<file path="config.mk">
export PLATFORM = sky130hd
export DESIGN_NAME = core_interrupt_controller
export DESIGN_NICKNAME = d
export VERILOG_FILES = /design/src/irq_ctrl_pkg.sv /design/src/ext_edge_if.sv /design/src/core_interrupt_controller.sv /design/src/ext_pin_edge.sv
export SDC_FILE = /design/constraint.sdc
export NUM_CORES = 1
export LEC_CHECK = 0
export ABC_AREA = 0
export BUFFER_PORTS_ARGS = -buffer_cell sky130_fd_sc_hd__buf_2
export CAP_MARGIN = 20
export CORE_MARGIN = 2
export CORE_UTILIZATION = 40
export CTS_CLUSTER_SIZE = 40
export DETAILED_ROUTE_END_ITERATION = 8
export PLACE_DENSITY = 0.66
export SYNTH_ARGS = -nofsm -noshare
export SYNTH_HDL_FRONTEND = slang
export SYNTH_SLANG_ARGS = --single-unit
</file>
<file path="constraint.sdc">
create_clock -name i_ref_clk -period 4.2 [get_ports i_ref_clk]
set_input_delay 0 -clock i_ref_clk [delete_from_list [all_inputs] [get_ports i_ref_clk]]
set_output_delay 0 -clock i_ref_clk [all_outputs]
set_load 0.02 [all_outputs]
</file>
<file path="src/irq_ctrl_pkg.sv">
`default_nettype none
package irq_ctrl_pkg;
   // bus geometry
   localparam int ADDR_W = 8;
   localparam int DATA_W = 32;
   localparam int PC_W = 15;
   // register byte addresses
   localparam logic [7:0] ADDR_CTRL = 8'h00;
   localparam logic [7:0] ADDR_PIE1 = 8'h04;
   localparam logic [7:0] ADDR_PIE2 = 8'h08;
   localparam logic [7:0] ADDR_PIE3 = 8'h0C;
   localparam logic [7:0] ADDR_PIE4 = 8'h10;
   localparam logic [7:0] ADDR_PERIPHERAL_FLAGS_ONE = 8'h14;
   localparam logic [7:0] ADDR_PERIPHERAL_FLAGS_TWO = 8'h18;
   localparam logic [7:0] ADDR_PERIPHERAL_FLAGS_THREE = 8'h1C;
   localparam logic [7:0] ADDR_PERIPHERAL_FLAGS_FOUR = 8'h20;
   localparam logic [7:0] ADDR_OPTION = 8'h24;
   localparam logic [7:0] ADDR_STATE = 8'h28;
   // core_irq_control field positions
   localparam int CTRL_GIE_BIT = 7;
   localparam int CTRL_PERIPHERAL_GROUP_ENABLE_BIT = 6;
   localparam int CTRL_TMR0_EN_BIT = 5;
   localparam int CTRL_EXT_EN_BIT = 4;
   localparam int CTRL_IOC_EN_BIT = 3;
   localparam int CTRL_TMR0_FLAG_BIT = 2;
   localparam int CTRL_EXT_FLAG_BIT = 1;
   localparam int CTRL_IOC_FLAG_BIT = 0;
   // option register: edge select position
   localparam int OPT_EDGE_BIT = 6;
   // status bits excluded from the context copy
   localparam int STAT_TO_BIT = 4;
   localparam int STAT_PD_BIT = 3;
   // reset values
   localparam logic [7:0] CTRL_RST = 8'h00;
   localparam logic [31:0] PIE_RST = 32'h00000000;
   localparam logic [31:0] PIR_RST = 32'h00000000;
   localparam logic EDGE_RST = 1'b0;
   // implemented bits of the four peripheral byte lanes (4..1)
   localparam logic [31:0] PERIPH_MASK = 32'h033AF9FF;
   // interrupt vector address
   localparam logic [PC_W-1:0] VECTOR_ADDR = 15'h0004;
   // entry sequencer states
   typedef enum logic [1:0] {ST_RUN, ST_FLUSH, ST_ISR} state_t;
endpackage
`default_nettype wire

</file>
<file path="src/ext_edge_if.sv">
`timescale 1ns/100ps
`default_nettype none
// carries the edge choice out and the detected edge back
interface ext_edge_if;
   logic rise_sel; // high: rising edge counts
   logic edge_seen; // one-cycle pulse on a valid edge
   modport detector (input rise_sel, output edge_seen);
   modport owner (output rise_sel, input edge_seen);
endinterface
`default_nettype wire

</file>
<file path="src/core_interrupt_controller.sv">
// Design decisions made here: the address map and the APB interface to the registers.
`timescale 1ns/100ps
`default_nettype none
// Functional notes
// - any reset leaves every interrupt disabled
// - redirect needs global and source enable
// - peripheral sources also need group enable
// - flags set regardless of any enable
// - flags live in control and four flag registers
// - entry flushes, clears global, pushes, saves, vectors
// - in service with global clear, events flag but never redirect
// - return pops, restores shadows, sets global enable
// - pending event serviced once global enable returns
// - synchronous source latency is 3 or 4 cycles
// - asynchronous source latency is 3 to 5 cycles; the pin path here takes 6, 3 more than the timer
// - pin flag may set at any phase
// - on wake vector if global set, else continue
// - instruction after sleep runs before the branch
// - external pin gives edge-triggered, enabled interrupt
// - edge select high rising, low falling
// - valid pin edge sets flag, vectors if enabled
// - shadows hold W, status less TO/PD, bank, pointers, latch
// - control bit7 global, bit6 group, bit1 pin flag
module core_interrupt_controller
   import irq_ctrl_pkg::*;
(
   // clock and reset
   input wire logic i_ref_clk,
   input wire logic i_rst,
   // apb slave
   input wire logic i_psel,
   input wire logic i_penable,
   input wire logic i_pwrite,
   input wire logic [irq_ctrl_pkg::ADDR_W-1:0] i_paddr,
   input wire logic [irq_ctrl_pkg::DATA_W-1:0] i_pwdata,
   output logic [irq_ctrl_pkg::DATA_W-1:0] o_prdata,
   output logic o_pready,
   output logic o_pslverr,
   // event sources
   input wire logic i_tmr0_evt,
   input wire logic i_ioc_level,
   input wire logic [31:0] i_periph_evt,
   input wire logic i_ext_pin,
   // core status
   input wire logic i_insn_end,
   input wire logic i_sleeping,
   input wire logic i_return_from_isr,
   input wire logic [irq_ctrl_pkg::PC_W-1:0] i_pc,
   // context to save
   input wire logic [7:0] i_ctx_w,
   input wire logic [7:0] i_ctx_status,
   input wire logic [4:0] i_ctx_bank,
   input wire logic [15:0] i_ctx_fsr0,
   input wire logic [15:0] i_ctx_fsr1,
   input wire logic [6:0] i_ctx_pc_latch_high,
   // control to the core
   output logic o_irq_req,
   output logic o_wake,
   output logic o_flush,
   output logic o_push_pc,
   output logic [irq_ctrl_pkg::PC_W-1:0] o_push_addr,
   output logic o_load_vector,
   output logic o_restore,
   // shadow copies
   output logic [7:0] o_shd_w,
   output logic [7:0] o_shd_status,
   output logic [4:0] o_shd_bank,
   output logic [15:0] o_shd_fsr0,
   output logic [15:0] o_shd_fsr1,
   output logic [6:0] o_shd_pc_latch_high
);
   import irq_ctrl_pkg::*;

   // whole controller state
   typedef struct packed {
      state_t state; // entry sequencer
      logic global_irq_enable; // global_irq_enable
      logic peripheral_group_enable; // peripheral_group_enable
      logic tmr0_en; // timer overflow enable
      logic ext_en; // external pin enable
      logic ioc_en; // change enable
      logic tmr0_flag; // timer overflow flag
      logic ext_flag; // ext_pin_irq_flag
      logic [31:0] pie; // peripheral_enable_regs, four lanes
      logic [31:0] pir; // peripheral_flags_one..four
      logic edge_rise; // ext_edge_select
      logic irq_req; // registered request
      logic wake; // wake pulse
      logic flush; // flush pulse
      logic push; // push pulse
      logic [PC_W-1:0] push_addr; // address pushed
      logic load_vec; // vector load pulse
      logic restore; // pop and restore pulse
      logic [7:0] shd_w; // shadow working register
      logic [7:0] shd_status; // shadow status
      logic [4:0] shd_bank; // shadow bank_select
      logic [15:0] shd_fsr0; // shadow file_select_pointer 0
      logic [15:0] shd_fsr1; // shadow file_select_pointer 1
      logic [6:0] shd_pc_latch_high; // shadow pc_latch_high
      logic pready; // bus answer
      logic pslverr; // bus error
      logic [31:0] prdata; // read data
   } ctrl_state_t;

   ctrl_state_t q;
   ctrl_state_t d;

   ext_edge_if edge_bus ();

   logic core_hit; // core sources flagged and enabled
   logic periph_hit; // peripheral sources gated by group
   logic any_src; // any source request, ignoring global
   logic take_irq; // entry taken this cycle
   logic wr_en; // apb write completes this edge
   logic addr_ok; // address decodes to a register
   logic [7:0] rd_byte; // selected register value

   // byte lane k of a 32-bit lane vector
   function automatic logic [7:0] lane(input logic [31:0] v,
                                      input logic [1:0] k);
      lane = v[{k, 3'b000} +: 8];
   endfunction

   // replace byte lane k with masked new bits
   function automatic logic [31:0] put_lane(input logic [31:0] v,
                                           input logic [1:0] k,
                                           input logic [7:0] b);
      logic [31:0] r;
      r = v;
      r[{k, 3'b000} +: 8] = b & lane(PERIPH_MASK, k);
      put_lane = r;
   endfunction

   // external pin synchroniser and edge detector
   ext_pin_edge u_ext_edge (
      .i_ref_clk(i_ref_clk),
      .i_rst(i_rst),
      .i_ext_pin(i_ext_pin),
      .edge_bus(edge_bus.detector)
   );

   assign edge_bus.rise_sel = q.edge_rise;

   // next state
   always_comb begin
      d = q;
      // pulses fall by default
      d.wake = 1'b0;
      d.flush = 1'b0;
      d.push = 1'b0;
      d.load_vec = 1'b0;
      d.restore = 1'b0;
      // source gating
      core_hit = (q.tmr0_en & q.tmr0_flag) | (q.ext_en & q.ext_flag)
               | (q.ioc_en & i_ioc_level);
      periph_hit = q.peripheral_group_enable & (|(q.pie & q.pir));
      any_src = core_hit | periph_hit;
      d.irq_req = q.global_irq_enable & any_src;
      // address decode and read mux
      addr_ok = 1'b1;
      case (i_paddr)
         ADDR_CTRL: begin
            rd_byte = {q.global_irq_enable, q.peripheral_group_enable, q.tmr0_en, q.ext_en, q.ioc_en,
                       q.tmr0_flag, q.ext_flag, i_ioc_level};
         end
         ADDR_PIE1: rd_byte = lane(q.pie, 2'd0);
         ADDR_PIE2: rd_byte = lane(q.pie, 2'd1);
         ADDR_PIE3: rd_byte = lane(q.pie, 2'd2);
         ADDR_PIE4: rd_byte = lane(q.pie, 2'd3);
         ADDR_PERIPHERAL_FLAGS_ONE: rd_byte = lane(q.pir, 2'd0);
         ADDR_PERIPHERAL_FLAGS_TWO: rd_byte = lane(q.pir, 2'd1);
         ADDR_PERIPHERAL_FLAGS_THREE: rd_byte = lane(q.pir, 2'd2);
         ADDR_PERIPHERAL_FLAGS_FOUR: rd_byte = lane(q.pir, 2'd3);
         ADDR_OPTION: begin
            rd_byte = 8'h00;
            rd_byte[OPT_EDGE_BIT] = q.edge_rise;
         end
         ADDR_STATE: begin
            // live controller state for software
            rd_byte = {5'h00, q.irq_req, q.state == ST_ISR,
                       q.state == ST_FLUSH};
         end
         default: begin
            rd_byte = 8'h00;
            addr_ok = 1'b0;
         end
      endcase
      // apb: one wait state, answer registered
      if (i_psel && i_penable && !q.pready) begin
         d.pready = 1'b1;
         d.pslverr = ~addr_ok;
         d.prdata = i_pwrite ? 32'h00000000 : {24'h000000, rd_byte};
      end else begin
         d.pready = 1'b0;
         d.pslverr = 1'b0;
      end
      wr_en = i_psel & i_penable & i_pwrite & q.pready & addr_ok;
      // software writes
      if (wr_en) begin
         case (i_paddr)
            ADDR_CTRL: begin
               d.global_irq_enable = i_pwdata[CTRL_GIE_BIT];
               d.peripheral_group_enable = i_pwdata[CTRL_PERIPHERAL_GROUP_ENABLE_BIT];
               d.tmr0_en = i_pwdata[CTRL_TMR0_EN_BIT];
               d.ext_en = i_pwdata[CTRL_EXT_EN_BIT];
               d.ioc_en = i_pwdata[CTRL_IOC_EN_BIT];
               d.tmr0_flag = i_pwdata[CTRL_TMR0_FLAG_BIT];
               d.ext_flag = i_pwdata[CTRL_EXT_FLAG_BIT];
            end
            ADDR_PIE1: d.pie = put_lane(q.pie, 2'd0, i_pwdata[7:0]);
            ADDR_PIE2: d.pie = put_lane(q.pie, 2'd1, i_pwdata[7:0]);
            ADDR_PIE3: d.pie = put_lane(q.pie, 2'd2, i_pwdata[7:0]);
            ADDR_PIE4: d.pie = put_lane(q.pie, 2'd3, i_pwdata[7:0]);
            ADDR_PERIPHERAL_FLAGS_ONE: d.pir = put_lane(q.pir, 2'd0, i_pwdata[7:0]);
            ADDR_PERIPHERAL_FLAGS_TWO: d.pir = put_lane(q.pir, 2'd1, i_pwdata[7:0]);
            ADDR_PERIPHERAL_FLAGS_THREE: d.pir = put_lane(q.pir, 2'd2, i_pwdata[7:0]);
            ADDR_PERIPHERAL_FLAGS_FOUR: d.pir = put_lane(q.pir, 2'd3, i_pwdata[7:0]);
            ADDR_OPTION: d.edge_rise = i_pwdata[OPT_EDGE_BIT];
            default: begin
               // read-only or unmapped: nothing stored
            end
         endcase
      end
      // hardware sets after the write so a set beats a clear
      d.tmr0_flag = d.tmr0_flag | i_tmr0_evt;
      d.ext_flag = d.ext_flag | edge_bus.edge_seen;
      d.pir = d.pir | (i_periph_evt & PERIPH_MASK);
      // wake ignores global enable; firmware armed the source
      d.wake = i_sleeping & any_src & ~q.wake;
      // entry at an instruction boundary, never while asleep
      take_irq = q.global_irq_enable & any_src & i_insn_end & ~i_sleeping
               & ~i_return_from_isr & (q.state != ST_FLUSH);
      // entry sequencer
      case (q.state)
         ST_FLUSH: begin
            // second cycle of entry: point the core at the vector
            d.load_vec = 1'b1;
            d.state = ST_ISR;
         end
         ST_RUN, ST_ISR: begin
            if (i_return_from_isr) begin
               // pop, restore shadows, re-enable
               d.restore = 1'b1;
               d.global_irq_enable = 1'b1;
               d.state = ST_RUN;
            end else if (take_irq) begin
               d.state = ST_FLUSH;
               d.flush = 1'b1;
               d.global_irq_enable = 1'b0;
               d.push = 1'b1;
               d.push_addr = i_pc;
               // context copy without timeout and power-down
               d.shd_w = i_ctx_w;
               d.shd_status = i_ctx_status;
               d.shd_status[STAT_TO_BIT] = 1'b0;
               d.shd_status[STAT_PD_BIT] = 1'b0;
               d.shd_bank = i_ctx_bank;
               d.shd_fsr0 = i_ctx_fsr0;
               d.shd_fsr1 = i_ctx_fsr1;
               d.shd_pc_latch_high = i_ctx_pc_latch_high;
            end
         end
         default: begin
            d.state = ST_RUN;
         end
      endcase
   end

   // state register; every reset clears all enables
   always_ff @(posedge i_ref_clk or posedge i_rst) begin
      if (i_rst) begin
         q <= '0;
         q.state <= ST_RUN;
         {q.global_irq_enable, q.peripheral_group_enable, q.tmr0_en, q.ext_en, q.ioc_en, q.tmr0_flag,
          q.ext_flag} <= CTRL_RST[7:1];
         q.pie <= PIE_RST;
         q.pir <= PIR_RST;
         q.edge_rise <= EDGE_RST;
      end else begin
         q <= d;
      end
   end

   // outputs straight from the state register
   assign o_prdata = q.prdata;
   assign o_pready = q.pready;
   assign o_pslverr = q.pslverr;
   assign o_irq_req = q.irq_req;
   assign o_wake = q.wake;
   assign o_flush = q.flush;
   assign o_push_pc = q.push;
   assign o_push_addr = q.push_addr;
   assign o_load_vector = q.load_vec;
   assign o_restore = q.restore;
   assign o_shd_w = q.shd_w;
   assign o_shd_status = q.shd_status;
   assign o_shd_bank = q.shd_bank;
   assign o_shd_fsr0 = q.shd_fsr0;
   assign o_shd_fsr1 = q.shd_fsr1;
   assign o_shd_pc_latch_high = q.shd_pc_latch_high;
endmodule
`default_nettype wire

</file>
<file path="src/ext_pin_edge.sv">
`timescale 1ns/100ps
`default_nettype none
// synchronises the external pin and flags the selected edge
module ext_pin_edge (
   // clock and reset
   input wire logic i_ref_clk,
   input wire logic i_rst,
   // raw asynchronous pin
   input wire logic i_ext_pin,
   // edge choice and result
   ext_edge_if.detector edge_bus
);
   // all detector state
   typedef struct packed {
      logic sync1; // first stage, read only by sync2
      logic sync2; // second stage
      logic prev; // sync2 one cycle back
      logic seen; // registered edge pulse
   } det_state_t;

   det_state_t q;
   det_state_t d;

   // next state: shift the pin through and compare stages
   always_comb begin
      d = q;
      d.sync1 = i_ext_pin;
      d.sync2 = q.sync1;
      d.prev = q.sync2;
      // edge polarity chosen by the owner
      if (edge_bus.rise_sel) begin
         d.seen = q.sync2 & ~q.prev;
      end else begin
         d.seen = ~q.sync2 & q.prev;
      end
   end

   // state register
   always_ff @(posedge i_ref_clk or posedge i_rst) begin
      if (i_rst) begin
         q <= '0;
      end else begin
         q <= d;
      end
   end

   assign edge_bus.edge_seen = q.seen;
endmodule
`default_nettype wire

</file>
* Word-level counts from Yosys, hierarchy flattened
Index checks and enable logic that the tools add are counted.
** Word-level totals
- Register bits after elaboration :: 191
- Input bits :: 158
- Output and inout bits :: 115
- Logic and storage cells :: 119
** Operators by class
- Equality and inequality tests :: 14
- Multiplexer cells :: 22
- Bitwise logic cells :: 34
- Reductions and logical operators :: 15
** Operators with widths (number)
- one-hot mux 32 bit (4 select lines) :: 2
- two-way mux 60 bit :: 2
- one-hot mux 8 bit (11 select lines) :: 1
- two-way mux 72 bit :: 1
- two-way mux 61 bit :: 1
- two-way mux 17 bit :: 3
- AND 32 bit :: 1
- == test 8 x 5 -> 1 bit, second input constant :: 4
- bitwise OR 32 x 26 -> 32 bit :: 1
- OR reduction 32 bit :: 1
- == test 8 x 6 -> 1 bit, second input constant :: 3
- AND reduction 5 bit :: 4
- AND 1 bit :: 17
- == test 8 x 4 -> 1 bit, second input constant :: 2
- OR reduction 11 bit :: 1
- NOT 1 bit :: 10
- == test 8 x 3 -> 1 bit, second input constant :: 1
- logical NOT 8 bit :: 1
- two-way mux 8 bit :: 1
- two-way mux 7 bit :: 1
- two-way mux 1 bit :: 6
- two-way mux 3 bit :: 2
- bitwise OR 1 bit :: 5
- one-hot mux 2 bit (2 select lines) :: 1
- 11 further kinds :: 13

* Logic depth before layout (Yosys ltp)
- Depth in word-level cells :: 12
- Gate-level depth with buffers :: 7
- Mapped depth without buffers :: 5

* Cells and area by module
Synthesis repeated with hierarchy kept, for this count alone.
** Unflattened totals
- Cell total of the unflattened synthesis :: 556
- Area, all modules :: 6890.4 um2
** By module, submodules not included
- core_interrupt_controller :: instances 1, cells an instance 548, area each 6764.0 um2
- ext_pin_edge :: instances 1, cells an instance 8, area each 126.4 um2

* Worst setup path before layout
No wires, ideal clock.
- Kind :: register to register
- Start :: register q[181] in the netlist's numbering
- End :: register q (netlist bit o_push_addr[0])
- Setup time :: 125 ps
- Arrival time :: 1960 ps
- Data required time :: 4075 ps
- Slack :: 2115 ps
- Stages on the path, launching flop included :: 8
- Buffers on the path :: 2
- Period minus slack after synthesis :: 2085 ps
- Cells stage by stage :: dfrtp_1 -> a222oi_1 -> a21boi_1 -> nand4b_2 -> a21oi_2 -> buf_6 -> buf_6 -> mux2_4
** Between the ends
- Longest elaborated chain between the ends :: 10
** RTL lines
- start: declaration :: RTL line core_interrupt_controller.sv:105 : ctrl_state_t q;
- AND 1 bit :: RTL line core_interrupt_controller.sv:154 : core_hit = (q.tmr0_en & q.tmr0_flag) | (q.ext_en & q.ext_flag)
- bitwise OR 1 bit :: RTL line core_interrupt_controller.sv:154
- bitwise OR 1 bit :: RTL line core_interrupt_controller.sv:155 : | (q.ioc_en & i_ioc_level);
- bitwise OR 1 bit :: RTL line core_interrupt_controller.sv:157 : any_src = core_hit | periph_hit;
- AND 1 bit (3 in a row) :: RTL line core_interrupt_controller.sv:231 : take_irq = q.global_irq_enable & any_src & i_insn_end & ~i_sleeping
- AND 1 bit (2 in a row) :: RTL line core_interrupt_controller.sv:232 : & ~i_return_from_isr & (q.state != ST_FLUSH);
- AND reduction 3 bit (no line)
Every way passes these cells.
A chain may end at the register's enable or synchronous reset.

* Worst setup path after layout
- Start :: register q[181] in the netlist's numbering
- End :: register q (netlist bit o_shd_fsr0[5])
The elaborated chain is that of the path after synthesis.

==> results.toml <==
[outcome]
status = "finished clean"

[yosys]
area_share_of_the_largest_cell_type_after_synthesis_pct = 49.9
synth_enable_flop_cells = 0
synth_area_leaders = "dfrtp_1 (50%), buf_4 (11%), mux2_4 (11%), mux2_2 (8.5%), a211o_1 (2.6%)"
netlist_cell_types = 56
synth_seq_cells = 142
synth.largest_area_cell = "dfrtp_1"
netlist_area_mm2 = 0.00712
async_reset_ff_share_pct = 100
synth_warnings = 0
synth.avg_cell_area_um2 = 12.8
synth_sequential_area_ratio_pct = 49.9
ys_dominant_reg_cell = "dfrtp_1"
synth_cells = 557

[cells_and_area]
final_standard_cell_area_without_fillers_mm2 = 0.00951
fillCellCount = 1411
layout.cells.most_common_list = "buf_2 (209), dfrtp_1 (142), dlygate4sd3_1 (122), mux2_2 (54), mux2_4 (50)"
area_of_the_multi_input_gates_mm2 = 0.00270
num-nets-final = 964
layout.cells.most_common = "buf_2"
final_util_pct = 54.8
antenna_cells_inserted = 0
area_growth_syn_to_layout_pct = 33.5
ff_latch_area_mm2 = 0.00355
drive_above_1_share_pct = 43.7

[floorplanning]
fp.coreArea_mm2 = 0.0174
design.die.area_mm2 = 0.0189
rows = 48
die-width_um = 137
boundaryPins = 273
fp.dieH_um = 137
initial_core_util_pct = 41.0

[sta]
final.setup_skew_ns = 0.0108
timing_max_transition_violations_final = 0
final.setup.tns_ns = 0
setup_viol = 0
layout_worst_path_cycle_share_pct = 66.1
finalCriticalPeriod_ns = 2.78
timing.max_slew.rel_slack_pct = 27.6
rsz0062_at_grt = "false"
finalHoldViolCount = 0
max_freq_mhz = 360
whs_ns = 0.0645
timing_worst_slew_pin_value_ns = 1.09

[critical_path]
required_ns = 4.50
crit_path_max_fanout = 75
setup.worst_path.class = "register to register"
cp.arrival_ns = 3.08
worstSetupStartpointType = "register"
setup.worst_path.end_class = "register"
reg2reg_depth = 6

[global_routing]
grt_max_degree = 97
first_pass_grt_wire_length_um = 28300
global_route.usage.met3_pct = 5.96
grt_busiest_layer = "met2"
met2_usage_pct = 32.6
groute.layer.met1.usage_pct = 24.2
antenna_found_initial = 0
first_global_vias = 5415
groute.usage.overall_pct = 19.6
grt-ovfl-total = 0

[hold_path]
hold_path_depth = 4
hold_path.class = "input pin to register"

[routing]
route.detailed.drc = 0
finalWirelength_um = 18500
route.antenna.remaining_nets = 0
viasPerCell = 5.02
routed-via-count = 5242
initialDrtViolationCount = 234
route.detailed.wl_per_inst_um = 17.7
detailed_router_iteration_count_before_antenna_repair = 5

[power_and_ir_drop]
cellPowerDensity_mw_per_mm2 = 341
design_power_total_w = 0.00324
peakVddDrop_uv = 275
cellLeakagePower_nw = 4.72

[place]
port-buffer-count = 208
post_dp_cell_area_mm2 = 0.00764
globalplace.congestion = 0.872
post_dp_hpwl_um = 12200

[clock_tree]
cts_hold_buf = 122
clk-insertion-delay-late_ns = 0.42
cts_root_cell = "clkbuf_16"
cts_buffers = 17
cts_htree_levels = 4
cts.path.max_buffers = 2
tritoncts = "done"
post_cts_resized = 0
cts_setup_buffers = 0
cts.clk_slew.worst_paths_ns = 0.06
clkSinkCount = 142

[flow_run]
maxCapViolCount = 0
==> cells by family after synthesis <==
group,count (synthesis),synth area share (%)
flops,142,49.9
buf+inv,136,13.6
mux,110,20.1
simple gates,86,7.55
compound gates,82,8.84
other cells,1,0.0526
==> report_power, final <==
part           switching (W)  internal (W)  leakage (nW)
Sequential        0.00000157       0.00137          1.85
Combinational       0.000119      0.000121          2.56
Clock               0.000618       0.00101         0.307
==> cell usage after synthesis, types with 4 or more instances <==
cell type,n
and3_1,9
o21ai_0,7
mux2_2,54
mux2_4,50
a22oi_1,18
clkbuf_1,7
nor2_1,14
a21o_1,4
nor2b_1,13
nand3b_1,4
a211o_1,21
inv_1,8
a21oi_1,6
dfrtp_1,142
mux2i_1,5
nand2_1,17
buf_4,108
buf_6,6
buf_2,5
a32oi_1,4
a31oi_1,4
==> per-stage QoR <==
stage | cells | worst slack (ns)
CTS | 1043 | 1.41
detailed placement | 889 | 1.42
global placement | 889 | 1.58
global route | 1044 | 1.34
floorplan | 582 | 0.390
finish | 1044 | 1.42
==> layer usage <==
layer	vias up	share of wire, %
met5	-	0
met4	0	2.1
met3	26	7.3
met2	244	49
met1	2601	42
li1	2371	-
==> final timing paths <==
path,end,from,slack (ns)
worst max register to register,o_shd_fsr0[5]$_DFFE_PP0P_,q[181]$_DFF_PP0_,1.42
min in group asynchronous,o_shd_w[2]$_DFFE_PP0P_,i_rst,0.30
max in group asynchronous,o_push_addr[5]$_DFFE_PP0P_,i_rst,2.72
worst min-delay path,o_prdata[0]$_DFFE_PP0P_,i_ioc_level,0.06
worst min register to register,u_ext_edge.d[1]$_DFF_PP0_,u_ext_edge.d[2]$_DFF_PP0_,0.35
worst max-delay path,o_shd_fsr0[5]$_DFFE_PP0P_,q[181]$_DFF_PP0_,1.42
==> worst max-delay path, stage by stage, from the launching register on <==
cell and delay, ns:
dfrtp_1 0.42, a222oi_1 0.96, a21boi_1 0.26, nand4b_2 0.19
a21oi_4 0.05, buf_12 0.25, mux2_4 0.39
==> final cells by class <==
cell class | count | area share (%)
sequential | 142 | 37.4
inverter | 8 | 0.369
timing repair buffer | 333 | 24.1
tap | 225 | 2.96
clock inverter | 14 | 2.20
multi-input combinational | 304 | 28.4
clock buffer | 18 | 4.51
==> registers in the layout, indices dropped and copies added, names as in the netlist, 6 cells and up <==
register	count
o_shd_fsr0	16
q	49
o_push_addr	15
o_shd_w	8
o_shd_pc_latch_high	7
o_prdata	8
o_shd_fsr1	16
o_shd_status	6
Note: power is estimated with default switching activity, not from simulation.
